File: src/hw/dme_pkg.sv
// Shared types and constants of the DSP arithmetic engine
`default_nettype none
package dme_pkg;
  // Datapath widths and divider timing
  localparam int DME_ACC_W = 40;
  localparam int DME_DIV_CYCLES = 16;
  localparam logic [4:0] DME_DIV_CNT = 5'(DME_DIV_CYCLES);
  // Core control register field positions
  localparam int DME_CC_FRAC = 0;
  localparam int DME_CC_RND = 1;
  localparam int DME_CC_SAT_MODE = 4;
  localparam int DME_CC_DATASPACE_WRITE_SAT_ENABLE = 5;
  localparam int DME_CC_ACC_B_SAT_ENABLE = 6;
  localparam int DME_CC_ACC_A_SAT_ENABLE = 7;
  localparam int DME_CC_SIGN = 12;
  // Reset and saturation values
  localparam logic [39:0] DME_ACC_RST = 40'h00_0000_0000;
  localparam logic [39:0] DME_SUP_POS = 40'h07_ffff_ffff;
  localparam logic [39:0] DME_SUP_NEG = 40'h08_0000_0000;
  localparam logic [39:0] DME_Q31_POS = 40'h00_07ff_ffff;
  localparam logic [39:0] DME_Q31_NEG = 40'h00_8000_0000;

  typedef enum logic [3:0] {
    DME_OP_NONE = 4'h0,
    DME_OP_ADD_ACC = 4'h1,
    DME_OP_SUB_ACC = 4'h2,
    DME_OP_NEG_ACC = 4'h3,
    DME_OP_CLR = 4'h4,
    DME_OP_MAC = 4'h5,
    DME_OP_MSC = 4'h6,
    DME_OP_MPY = 4'h7,
    DME_OP_NEGATED_MULTIPLY_OP = 4'h8,
    DME_OP_ED = 4'h9,
    DME_OP_DIFF_SQUARE_ACCUM_OP = 4'ha,
    DME_OP_LAC = 4'hb,
    DME_OP_ADD_DATA = 4'hc,
    DME_OP_MUL = 4'hd,
    DME_OP_DIV = 4'he
  } dme_op_t;

  typedef enum logic {
    DME_IDLE = 1'b0,
    DME_DIV = 1'b1
  } dme_state_t;

  typedef struct packed {
    logic valid;
    dme_op_t op;
    logic acc_sel;
    logic div_signed;
    logic div_long;
    logic [3:0] divisor_idx;
    logic [3:0] dividend_idx;
    logic mul_byte;
    logic mul_x_signed;
    logic mul_y_signed;
  } dme_req_t;

  typedef struct packed {
    logic acc_a_overflow_trap_en;
    logic acc_b_overflow_trap_en;
    logic catastrophic_trap_en;
  } dme_trap_en_t;

  typedef struct packed {
    logic acc_a_guard_overflow;
    logic acc_b_guard_overflow;
    logic acc_a_saturated;
    logic acc_b_saturated;
    logic any_guard_overflow;
    logic any_saturated;
  } dme_status_t;

  typedef struct packed {
    logic valid;
    logic [15:0] quot;
    logic [15:0] rem;
  } dme_div_wr_t;

  typedef struct packed {
    logic valid;
    logic word;
    logic [31:0] data;
  } dme_mul_wr_t;
endpackage
`default_nettype wire

File: src/hw/dme_divider.sv
// Iterative restoring divider, one step per divisor bit
`default_nettype none
module dme_divider
  import dme_pkg::*;
(
  // Clock and reset
  input wire logic ref_clk_i,
  input wire logic rst_i,
  // Request
  input wire logic start_i,
  input wire logic signed_i,
  input wire logic [31:0] dividend_i,
  input wire logic [15:0] divisor_i,
  // Result
  output logic done_o,
  output logic [15:0] quot_o,
  output logic [15:0] rem_o
);
  logic [4:0] cnt;
  logic [15:0] part;
  logic [15:0] low;
  logic [15:0] dvs;
  logic neg_q;
  logic neg_r;
  logic [16:0] trial;
  logic fits;
  logic [15:0] next_part;
  logic [15:0] next_low;

  always_comb begin
    trial = {part, low[15]};
    fits = trial >= {1'b0, dvs};
    next_part = fits ? 16'(trial - {1'b0, dvs}) : trial[15:0];
    next_low = {low[14:0], fits};
  end

  // Magnitudes go through the loop, signs are fixed on the way out
  always_ff @(posedge ref_clk_i or posedge rst_i) begin
    if (rst_i) begin
      cnt <= 5'h00;
      part <= 16'h0000;
      low <= 16'h0000;
      dvs <= 16'h0000;
      neg_q <= 1'b0;
      neg_r <= 1'b0;
    end else if (start_i) begin
      cnt <= DME_DIV_CNT;
      neg_q <= signed_i & (dividend_i[31] ^ divisor_i[15]);
      neg_r <= signed_i & dividend_i[31];
      dvs <= (signed_i && divisor_i[15]) ? 16'(-divisor_i) : divisor_i;
      {part, low} <= (signed_i && dividend_i[31]) ?
                     32'(-dividend_i) : dividend_i;
    end else if (cnt != 5'h00) begin
      cnt <= 5'(cnt - 5'h01);
      part <= next_part;
      low <= next_low;
    end
  end

  // Quotient wider than 16 bits is not detected and comes out wrong, as does the remainder
  always_ff @(posedge ref_clk_i or posedge rst_i) begin
    if (rst_i) begin
      done_o <= 1'b0;
      quot_o <= 16'h0000;
      rem_o <= 16'h0000;
    end else begin
      done_o <= (cnt == 5'h01);
      if (cnt == 5'h01) begin
        quot_o <= neg_q ? 16'(-next_low) : next_low;
        rem_o <= neg_r ? 16'(-next_part) : next_part;
      end
    end
  end
endmodule
`default_nettype wire

File: src/hw/dme_engine.sv
// DSP arithmetic engine: multiplier, accumulator adder and divider
`default_nettype none
module dme_engine
  import dme_pkg::*;
(
  // Clock and reset
  input wire logic ref_clk_i,
  input wire logic rst_i,
  // Instruction request from the sequencer
  input wire dme_req_t req_i,
  input wire logic [15:0] x_i,
  input wire logic [15:0] y_i,
  input wire logic [39:0] shift_data_i,
  input wire logic [15:0][15:0] wreg_file_i,
  // Configuration and software flag clears
  input wire logic [15:0] core_control_reg_i,
  input wire dme_trap_en_t trap_en_i,
  input wire logic [1:0] sat_clear_i,
  // Accumulators and status
  output logic [39:0] acc_a_o,
  output logic [39:0] acc_b_o,
  output dme_status_t status_o,
  output logic arith_trap_o,
  // Sequencing and register write-back
  output logic busy_o,
  output dme_div_wr_t div_wr_o,
  output dme_mul_wr_t mul_wr_o
);
  dme_state_t state;
  logic take;
  logic dsp_take;
  logic is_dsp;
  logic div_start;
  logic div_done;
  logic [15:0] div_quot;
  logic [15:0] div_rem;
  logic [15:0] divisor;
  logic [31:0] dividend;
  logic [15:0] dvd_lo;
  logic [15:0] diff;
  logic [15:0] ma;
  logic [15:0] mb;
  logic sgn_a;
  logic sgn_b;
  logic [16:0] m17a;
  logic [16:0] m17b;
  logic signed [33:0] prod;
  logic [32:0] prod33;
  logic [39:0] prod40;
  logic [39:0] acc_src;
  logic [39:0] acc_oth;
  logic [39:0] opa;
  logic [39:0] opb;
  logic [39:0] opb_eff;
  logic sub;
  logic [39:0] sum;
  logic ov39;
  logic ov31;
  logic guard;
  logic neg_true;
  logic sat_en;
  logic super_mode;
  logic [39:0] res;
  logic sat_hit;
  logic guard_flag;
  logic cat_trap;
  logic ovf_trap;
  logic [1:0] guard_q;
  logic [1:0] sat_q;
  logic [1:0] next_guard;
  logic [1:0] next_sat;

  // One instruction at a time; a running divide refuses all others
  always_comb begin
    take = req_i.valid && (state == DME_IDLE);
    case (req_i.op)
      DME_OP_NONE, DME_OP_MUL, DME_OP_DIV: is_dsp = 1'b0;
      default: is_dsp = 1'b1;
    endcase
    dsp_take = take && is_dsp;
    div_start = take && (req_i.op == DME_OP_DIV);
  end

  // Divider operand fetch
  always_comb begin
    divisor = wreg_file_i[req_i.divisor_idx];
    dvd_lo = wreg_file_i[{req_i.dividend_idx[3:1], 1'b0}];
    if (req_i.div_long) begin
      dividend = {wreg_file_i[{req_i.dividend_idx[3:1], 1'b1}], dvd_lo};
    end else begin
      dividend = {{16{req_i.div_signed & dvd_lo[15]}}, dvd_lo};
    end
  end

  dme_divider u_divider (
    .ref_clk_i(ref_clk_i),
    .rst_i(rst_i),
    .start_i(div_start),
    .signed_i(req_i.div_signed),
    .dividend_i(dividend),
    .divisor_i(divisor),
    .done_o(div_done),
    .quot_o(div_quot),
    .rem_o(div_rem)
  );

  // Operand selection for the shared multiplier
  always_comb begin
    diff = 16'(x_i - y_i);
    ma = x_i;
    mb = y_i;
    sgn_a = ~core_control_reg_i[DME_CC_SIGN];
    sgn_b = ~core_control_reg_i[DME_CC_SIGN];
    case (req_i.op)
      DME_OP_ED, DME_OP_DIFF_SQUARE_ACCUM_OP: begin
        ma = diff;
        mb = diff;
        sgn_a = 1'b1;
        sgn_b = 1'b1;
      end
      DME_OP_MUL: begin
        sgn_a = req_i.mul_x_signed;
        sgn_b = req_i.mul_y_signed;
        if (req_i.mul_byte) begin
          ma = {8'h00, x_i[7:0]};
          mb = {8'h00, y_i[7:0]};
          sgn_a = 1'b0;
          sgn_b = 1'b0;
        end
      end
      default: begin
      end
    endcase
  end

  // Multiplier and scaler
  always_comb begin
    m17a = {sgn_a & ma[15], ma};
    m17b = {sgn_b & mb[15], mb};
    prod = $signed(m17a) * $signed(m17b);
    if (core_control_reg_i[DME_CC_FRAC]) begin
      prod33 = {prod[31:0], 1'b0};
    end else begin
      prod33 = prod[32:0];
    end
    prod40 = {{7{prod33[32]}}, prod33};
  end

  // Adder operand routing
  always_comb begin
    acc_src = req_i.acc_sel ? acc_b_o : acc_a_o;
    acc_oth = req_i.acc_sel ? acc_a_o : acc_b_o;
    opa = acc_src;
    opb = DME_ACC_RST;
    sub = 1'b0;
    case (req_i.op)
      DME_OP_ADD_ACC: opb = acc_oth;
      DME_OP_SUB_ACC: begin
        opb = acc_oth;
        sub = 1'b1;
      end
      DME_OP_NEG_ACC: begin
        opa = DME_ACC_RST;
        opb = acc_src;
        sub = 1'b1;
      end
      DME_OP_CLR: opa = DME_ACC_RST;
      DME_OP_MAC, DME_OP_DIFF_SQUARE_ACCUM_OP: opb = prod40;
      DME_OP_MSC: begin
        opb = prod40;
        sub = 1'b1;
      end
      DME_OP_MPY, DME_OP_ED: begin
        opa = DME_ACC_RST;
        opb = prod40;
      end
      DME_OP_NEGATED_MULTIPLY_OP: begin
        opa = DME_ACC_RST;
        opb = prod40;
        sub = 1'b1;
      end
      DME_OP_LAC: begin
        opa = DME_ACC_RST;
        opb = shift_data_i;
      end
      DME_OP_ADD_DATA: opb = shift_data_i;
      default: begin
      end
    endcase
  end

  // Adder; the carry-in doubles as an active-low borrow when subtracting
  always_comb begin
    opb_eff = sub ? ~opb : opb;
    sum = 40'(opa + opb_eff + {39'h0, sub});
    ov39 = (opa[39] == opb_eff[39]) && (sum[39] != opa[39]);
    guard = ~(&sum[39:32]) && (|sum[39:32]);
    ov31 = ov39 || (~(&sum[39:31]) && (|sum[39:31]));
    neg_true = ov39 ? ~sum[39] : sum[39];
  end

  // Saturation decision per target accumulator
  always_comb begin
    sat_en = req_i.acc_sel ? core_control_reg_i[DME_CC_ACC_B_SAT_ENABLE] :
             core_control_reg_i[DME_CC_ACC_A_SAT_ENABLE];
    super_mode = core_control_reg_i[DME_CC_SAT_MODE];
    res = sum;
    sat_hit = 1'b0;
    guard_flag = guard;
    cat_trap = 1'b0;
    if (sat_en && super_mode) begin
      if (ov39) begin
        res = neg_true ? DME_SUP_NEG : DME_SUP_POS;
        sat_hit = 1'b1;
      end
    end else if (sat_en) begin
      guard_flag = 1'b0;
      if (ov31) begin
        res = neg_true ? DME_Q31_NEG : DME_Q31_POS;
        sat_hit = 1'b1;
      end
    end else begin
      sat_hit = ov39;
      cat_trap = ov39 && trap_en_i.catastrophic_trap_en;
    end
    ovf_trap = guard_flag && (req_i.acc_sel ?
               trap_en_i.acc_b_overflow_trap_en :
               trap_en_i.acc_a_overflow_trap_en);
  end

  // Flag next values; a set in the clearing cycle wins
  always_comb begin
    next_guard = guard_q;
    next_sat = sat_q & ~sat_clear_i;
    if (dsp_take) begin
      next_guard[req_i.acc_sel] = guard_flag;
      next_sat[req_i.acc_sel] = next_sat[req_i.acc_sel]
                                | sat_hit;
    end
  end

  // Accumulators
  always_ff @(posedge ref_clk_i or posedge rst_i) begin
    if (rst_i) begin
      acc_a_o <= DME_ACC_RST;
      acc_b_o <= DME_ACC_RST;
    end else if (dsp_take) begin
      if (req_i.acc_sel) begin
        acc_b_o <= res;
      end else begin
        acc_a_o <= res;
      end
    end
  end

  // Status flags and trap
  always_ff @(posedge ref_clk_i or posedge rst_i) begin
    if (rst_i) begin
      guard_q <= 2'h0;
      sat_q <= 2'h0;
      status_o <= '0;
      arith_trap_o <= 1'b0;
    end else begin
      guard_q <= next_guard;
      sat_q <= next_sat;
      status_o.acc_a_guard_overflow <= next_guard[0];
      status_o.acc_b_guard_overflow <= next_guard[1];
      status_o.acc_a_saturated <= next_sat[0];
      status_o.acc_b_saturated <= next_sat[1];
      status_o.any_guard_overflow <= |next_guard;
      status_o.any_saturated <= |next_sat;
      arith_trap_o <= dsp_take && (ovf_trap || cat_trap);
    end
  end

  // Integer multiply write-back
  always_ff @(posedge ref_clk_i or posedge rst_i) begin
    if (rst_i) begin
      mul_wr_o <= '0;
    end else begin
      mul_wr_o.valid <= take && (req_i.op == DME_OP_MUL);
      mul_wr_o.word <= ~req_i.mul_byte;
      mul_wr_o.data <= req_i.mul_byte ? {16'h0000, prod[15:0]} :
                       prod[31:0];
    end
  end

  // Divide sequencing; busy covers every step and falls on the edge that issues the result write
  always_ff @(posedge ref_clk_i or posedge rst_i) begin
    if (rst_i) begin
      state <= DME_IDLE;
      busy_o <= 1'b0;
      div_wr_o <= '0;
    end else begin
      div_wr_o.valid <= 1'b0;
      case (state)
        DME_IDLE: begin
          if (div_start) begin
            state <= DME_DIV;
            busy_o <= 1'b1;
          end
        end
        DME_DIV: begin
          if (div_done) begin
            state <= DME_IDLE;
            busy_o <= 1'b0;
            div_wr_o.valid <= 1'b1;
            div_wr_o.quot <= div_quot;
            div_wr_o.rem <= div_rem;
          end
        end
        default: begin
          state <= DME_IDLE;
          busy_o <= 1'b0;
        end
      endcase
    end
  end
endmodule
`default_nettype wire

File: config.mk
export PLATFORM = sky130hd
export DESIGN_NAME = dme_engine
export DESIGN_NICKNAME = d
export VERILOG_FILES = /design/src/hw/dme_pkg.sv /design/src/hw/dme_divider.sv /design/src/hw/dme_engine.sv
export SDC_FILE = /design/constraint.sdc
export NUM_CORES = 2
export LEC_CHECK = 0
export ABC_AREA = 1
export BUFFER_PORTS_ARGS = -buffer_cell sky130_fd_sc_hd__clkbuf_2
export CORE_UTILIZATION = 55
export DETAILED_ROUTE_END_ITERATION = 7
export PLACE_DENSITY = 0.78
export SLEW_MARGIN = 20
export SYNTH_ARGS = -nofsm -noshare
export SYNTH_HDL_FRONTEND = slang
export SYNTH_HIERARCHICAL = 1
export SYNTH_SLANG_ARGS = --single-unit
File: constraint.sdc
create_clock -name ref_clk_i -period 6.4 [get_ports ref_clk_i]
set_input_delay 0.64 -clock ref_clk_i [delete_from_list [all_inputs] [get_ports ref_clk_i]]
set_output_delay 0.64 -clock ref_clk_i [all_outputs]
set_load 0.02 [all_outputs]
======== Word-level counts from Yosys, hierarchy flattened ========
Cells that the tools add are included.
cells by class
  $add $sub $neg .......................... 9
  multipliers ............................. 1
  magnitude comparators ................... 6
  equal/unequal tests ..................... 19
  mux-type cells .......................... 68
  bitwise logic cells ..................... 17
  reduce and logical (&&, ||, !) cells .... 36
operators by type and width
  kind                count
  $mux 40             8
  $mux 16             13
  $pmux 40 s4         1
  $mux 32             4
  $mux 33             3
  $bmux 16 s3         2
  $bmux 16 s4         1
  $pmux 16 s2         2
  $neg 16->16         3
  $add 40x1->40       1
  $add 40x40->40      1
  $not 40->40         1
  $mux 36             1
  $mul 17x17->33      1
  $neg 32->32         1
  $sub 16x16->16      2
  $eq 4x4->1 const B  7
  $mux 1              22
  $ge 17x16->1        1
  $eq 4x3->1 const B  4
  $lt 4x5->1 const B  3
  $logic_and 1x1->1   14
  $reduce_or 6->1     2
  $mux 5              2
  other kinds (32)    56
word-level totals
  bits in registers ....................... 248
  input port bits ......................... 370
  logic and storage cells ................. 184

======== Depth between registers and ports, before layout ========
  word-level depth ........................ 22
  gate-level depth with buffers ........... 64
  gate-level depth less buffers ........... 62

======== Hierarchy ========
The synthesis kept the hierarchy.
modules (own cells, without submodules)
  module       times used  cells an instance  area each (sq um)
  dme_engine   1           4012               27522.6
  dme_divider  1           1021               6841.6

======== Worst setup path after synthesis ========
OpenSTA, ideal clock, no wires.
  path kind ............................... input to register
  from .................................... input port x_i[0]
  to ...................................... register acc_a_o[22]
  library setup time ...................... 0.118 ns
  arrival ................................. 10.242 ns
  required time ........................... 6.282 ns
  path slack .............................. -3.960 ns
  stages .................................. 51
  buffers on the path ..................... 2
  cell sequence ........................... inv_1 > ha_1 > inv_1 > fa_1 > nand2_1 > nand3_1 > a21oi_1 > xor2_1 > or2_2 > o21ai_1 > clkbuf_1 > nand2_1 > fa_1 > inv_1 > fa_1 > fa_1 > fa_1 > fa_1 > (+15 left out) > xor2_1 > ha_1 > nand2_1 > nor2_1 > inv_1 > nor4_1 > nand2_1 > o21ai_0 > xor2_1 > and2_1 > nand4_1 > nand2_1 > nand3_4 > nand3_4 > buf_4 > nand3_1 > nand3_1 > nand2_1
on the way
  longest elaborated chain between the ends .. 17
  elaborated cells between the ends (all ways) .. 29
  classes of those cells .................. add/sub: 3; mul: 1; eq/ne: 2; mux: 13; bitwise: 5; reduce/logical: 5
RTL lines
  what                                                   RTL line                              source
  start, declared                                        dme_engine.sv:11                      input wire logic [15:0] x_i,
  $sub 16x16->16                                         dme_engine.sv:109                     diff = 16'(x_i - y_i);
  $pmux 16 s2                                            dme_engine.sv:114                     case (req_i.op)
  $and 1x1->1, on equally long branches                  dme_engine.sv:138, dme_engine.sv:139
  $mul 17x17->33 (*)                                     dme_engine.sv:140                     prod = $signed(m17a) * $signed(m17b);
  $mux 33 (*)                                            dme_engine.sv:141                     if (core_control_reg_i[DME_CC_FRAC]) begin
  $pmux 40 s4 (*)                                        dme_engine.sv:156                     case (req_i.op)
  $not 40->40                                            dme_engine.sv:194                     opb_eff = sub ? ~opb : opb;
  $mux 40 (*)                                            dme_engine.sv:194
  $add 40x40->40                                         dme_engine.sv:195                     sum = 40'(opa + opb_eff + {39'h0, sub});
  $add 40x1->40                                          dme_engine.sv:195
  $ne 1x1->1 / $reduce_and 9->1 (equally long branches)  dme_engine.sv:196, dme_engine.sv:198
  $logic_and 1x1->1 / $not 1->1 (equally long branches)  dme_engine.sv:196, dme_engine.sv:198
  $mux 1 / $logic_and 1x1->1 (equally long branches)     dme_engine.sv:199, dme_engine.sv:198
  $mux 32 / $logic_or 1x1->1 (equally long branches)     dme_engine.sv:219, dme_engine.sv:198
  $mux 40                                                dme_engine.sv:218                     if (ov31) begin
  $mux 40                                                dme_engine.sv:216                     end else if (sat_en) begin
  $mux 40 (*)                                            dme_engine.sv:211                     if (sat_en && super_mode) begin
  end signal, assigned                                   dme_engine.sv:251                     acc_a_o <= res;
  end, declared                                          dme_engine.sv:20                      output logic [39:0] acc_a_o,
Every way passes the cells marked *; elsewhere a longest branch is shown, timed or not.
A chain may end at the register's enable or synchronous reset.

======== Final worst setup path ========
  from .................................... input port x_i[2]
  to ...................................... register acc_a_o[0]
Same word-level chain as after synthesis.

==> results by group <==
Outcome
  • Status: finished with violations
  • Failing checks: DRC, setup timing

STA
  • Fmax: ~100 MHz
  • Worst-Margin Slew: around 1100 ps
  • Final Hold Viols: 0
  • Final WS setup: -3760 ps
  • Final setup viols: between 100 and 150
  • RSZ-0062 raised after global routing: yes
  • Headroom to the max-slew limit: between 20% and 30%
  • Clock skew after layout: 20.7 ps
  • Tmin final: around 10000 ps
  • Part of the cycle the worst path needs: 159%
  • Max-slew violations: 0

Setup path
  • Startpoint Class: input pin
  • Crit-path max FO: 7
  • Crit path top cell by count: inv_1
  • Critical Path Start: x_i[2]
  • Worst EP required: roughly 6800 ps
  • Crit Path Category: input pin to flop
  • WP data arrival: 10600 ps
  • Worst setup EP type: flop
  • Reg2reg start: acc_b_o[12]
  • Slowest Stage Delay on Critical Path: around 570 ps
  • Slowest CP cell: fa_1

Die
  • Die H: between 200 and 300 µm
  • Die area: around 63000 µm²
  • I/O pin cnt: approximately 530
  • # rows: roughly 90
  • Die X: around 250 µm
  • Initial core utilization: a little under three fifths
  • Total core area: 61700 µm²

Route
  • Drt first pass iters: 8
  • Post-Route WL: 142 mm
  • DR DRC count: 2
  • Vias: a little under 40000
  • Starting DRC count in detailed routing: around 4300
  • Via density: about 5.7
  • Routed wire per std cell: approximately 21 µm
  • Post-route ant nets: 0

Place
  • IO buf count: about 510
  • Placed cell count: just under 7000
  • HPWL Detailed: roughly 110 mm
  • Routability Congestion: approximately 1.1

CTS
  • H-tree levels: 1
  • CTS root buf: clkbuf_16
  • Clk buf depth: 3
  • TritonCTS buffer count: 25
  • Clock-pin slew on the worst setup and hold paths: roughly 60 ps
  • Clk_lat worst skew: approximately 560 ps
  • CTS Sinks: around 240
  • TritonCTS clock tree: done

Layout
  • Register area: roughly 6100 µm²
  • Synthesis-to-layout area growth: 33.3%
  • Multi-input logic area: about 26000 µm²
  • Fin cells: 6907
  • Nets@finish: 6864
  • Layout cells sized above 1: about 30%
  • FILL cells: between 4000 and 5000

Synth
  • Seq/Total Area, Yosys: between 10% and 20%
  • Post-Synthesis Cells: between 5000 and 6000
  • Mapped Area: roughly 34000 µm²
  • Adder-Cell Fraction of Synth Area: about 23%
  • Async set-reset flop share out of synthesis: 100%
  • Top post-synthesis cells by area: dfrtp_1, fa_1, nand2_1
  • Top_reg_cell synth: dfrtp_1
  • Post-synthesis xor/xnor area fraction: under 10%
  • Largest family of logic cells by synthesized area: simple AND/OR/NAND/NOR gates
  • Simple-gate share of the synthesized area: 24.9%
  • Synth cell types: 63
  • Post-synth EDFFs: 0
  • Synth Warn #: 6
  • Share of the synthesized area in the top cell type: between 15 and 20%
  • Dominant cell type by area after synthesis: dfrtp_1
  • Syn Nets: slightly below 6000
  • Mean Syn Cell Area: about 7 µm²
  • Post-synthesis mux area share: 1.84%
  • Complex-gate fraction of the synthesized area: 17.2%
  • Flop and latch count out of synthesis: between 200 and 250

Global route
  • Met2 Track Usage GR: 70.2%
  • Largest net degree at the start of global routing: roughly 110
  • GRT Total Usage: a little over two fifths
  • GRT overflow: 0
  • Met3 Usage GRT: 9.46%
  • Met1 usage: roughly half
  • Antenna violations before repair: 11
  • Number of global-route vias before repair: 38700
  • GR peak layer: met2
  • First-pass GRT wire length: between 200 and 250 mm

Job
  • Max Cap Violations: 0

Worst hold path
  • Hold Path Class: input pin to async pin
## flip-flops by register name (all words and copies together), names as in the netlist, 5 cells and up
name,cells
acc_b_o,40
u_divider/cnt,5
mul_wr_o,34
u_divider/low,16
div_wr_o,33
u_divider/part,16
u_divider/dvs,16
u_divider/quot_o,16
u_divider/rem_o,16
acc_a_o,40
## worst max-delay path: cells and delay by family
| kind | cells | cell delay (ps) |
|---|---|---|
| AOI/OAI and AO/OA | 14 | 2080 |
| xor gates and xnor gates | 3 | 590 |
| adders and majority gates | 9 | 3580 |
| buffers and inverters | 15 | 1720 |
| and+or+nand+nor | 14 | 1960 |
## stage by stage
step	area [µm²]	hold slack [ps]	worst slack (ps)	TNS, ps	util (%)
2_1_floorplan	34900	425	-3140	-270270	-
3_3_place_gp	42500	436	-4360	-393010	68.8
3_5_place_dp	42500	451	-4560	-410330	68.8
4_1_cts	44200	155	-3590	-313390	71.7
5_1_grt	45800	186	-4280	-377350	74.2
6_report	45800	145	-3760	-326160	74.2
## timing repair
| action | 4_1_cts | 5_1_grt |
|---|---|---|
| resized for setup | 169 | 262 |
| endpoints found under the setup margin | 104 | 106 |
| cloned | 2 | 3 |
| setup buffers | 26 | 50 |
| hold buffers | 0 | 0 |
| pin swaps | 55 | 97 |
## cell usage after synthesis, types with 5 or more instances
cell type,number
nand2_1,1124
inv_1,769
nor2_1,505
o21ai_0,441
a21oi_1,297
fa_1,293
nand3_1,290
dfrtp_1,244
clkbuf_1,186
ha_1,160
xor2_1,113
o221ai_1,65
mux2i_1,63
o22ai_1,37
xnor2_1,36
a31oi_1,35
o21ai_1,34
buf_1,31
o211ai_1,31
nand2_2,30
nor3_1,23
a221oi_1,21
inv_2,17
clkinv_1,12
or2_2,12
nand4_1,10
nor2_2,10
a21o_1,9
nand3_2,9
o2111ai_1,9
nand2_4,8
nor4_1,8
buf_2,7
buf_6,7
o21a_1,7
o21ai_2,7
buf_4,6
nor3_2,6
a21oi_2,5
nand3b_1,5
o21bai_1,5
o31ai_1,5
## final timing paths
| path | endpoint | slack [ps] | cells after the start |
|---|---|---|---|
| max in group asynchronous | mul_wr_o[30] | 4800 | 3 |
| hold / removal | u_divider/rem_o[10] | 140 | 2 |
| hold reg to reg | state | 460 | 1 |
| setup reg to reg | acc_a_o[0] | 1290 | 28 |
| min in group ref_clk_i | arith_trap_o | 350 | 3 |
| setup / recovery | acc_a_o[0] | -3760 | 55 |
## layout make-up
cell class / count / area share (%)
Inverter: 800 / 6.70
Tap cell: 837 / 2.29
Clock inverter: 14 / 0.246
Timing Repair Buffer: 1218 / 18.4
Multi-Input combinational cell: 3752 / 57.4
Sequential cell: 244 / 13.3
Clock buffer: 31 / 1.52
Antenna cell: 11 / 0.0601
## routing by layer
layer  share of wire, %  wire length, µm
met1                 36            51300
met2                 46            64800
met3                9.6            13600
met4                8.9            12700
met5             0.0084               12
## cell families (layout without fill, tap and decap cells)
group / count (synthesis) / after routing
other: 0 / 11
AOI/OAI and AO/OA: 1031 / 1031
muxes: 63 / 63
and+or+nand+nor: 2056 / 2056
xor gates and xnor gates: 149 / 149
adders and majority gates: 453 / 453
buffers and inverters: 1037 / 2063
DFF: 244 / 244
## cells in the final DEF (no fill, tap or decap), types with 30 or more instances in the layout
cell type / n
nand2_1: 1069
inv_1: 713
buf_4: 643
clkbuf_2: 507
nor2_1: 443
o21ai_0: 397
fa_1: 279
nand3_1: 250
a21oi_1: 249
dfrtp_1: 244
ha_1: 129
xor2_1: 104
nand2_2: 71
mux2i_1: 63
inv_2: 60
o221ai_1: 57
nor2_2: 55
o21ai_1: 47
nand3_2: 38
o22ai_1: 36
a21oi_2: 34
xnor2_1: 32
o21ai_2: 32
a31oi_1: 31
o211ai_1: 31
buf_6: 30
Power is left out: the tool's default activity adds up to more than one toggle a clock period on the data nets, which glitch-free logic cannot reach.
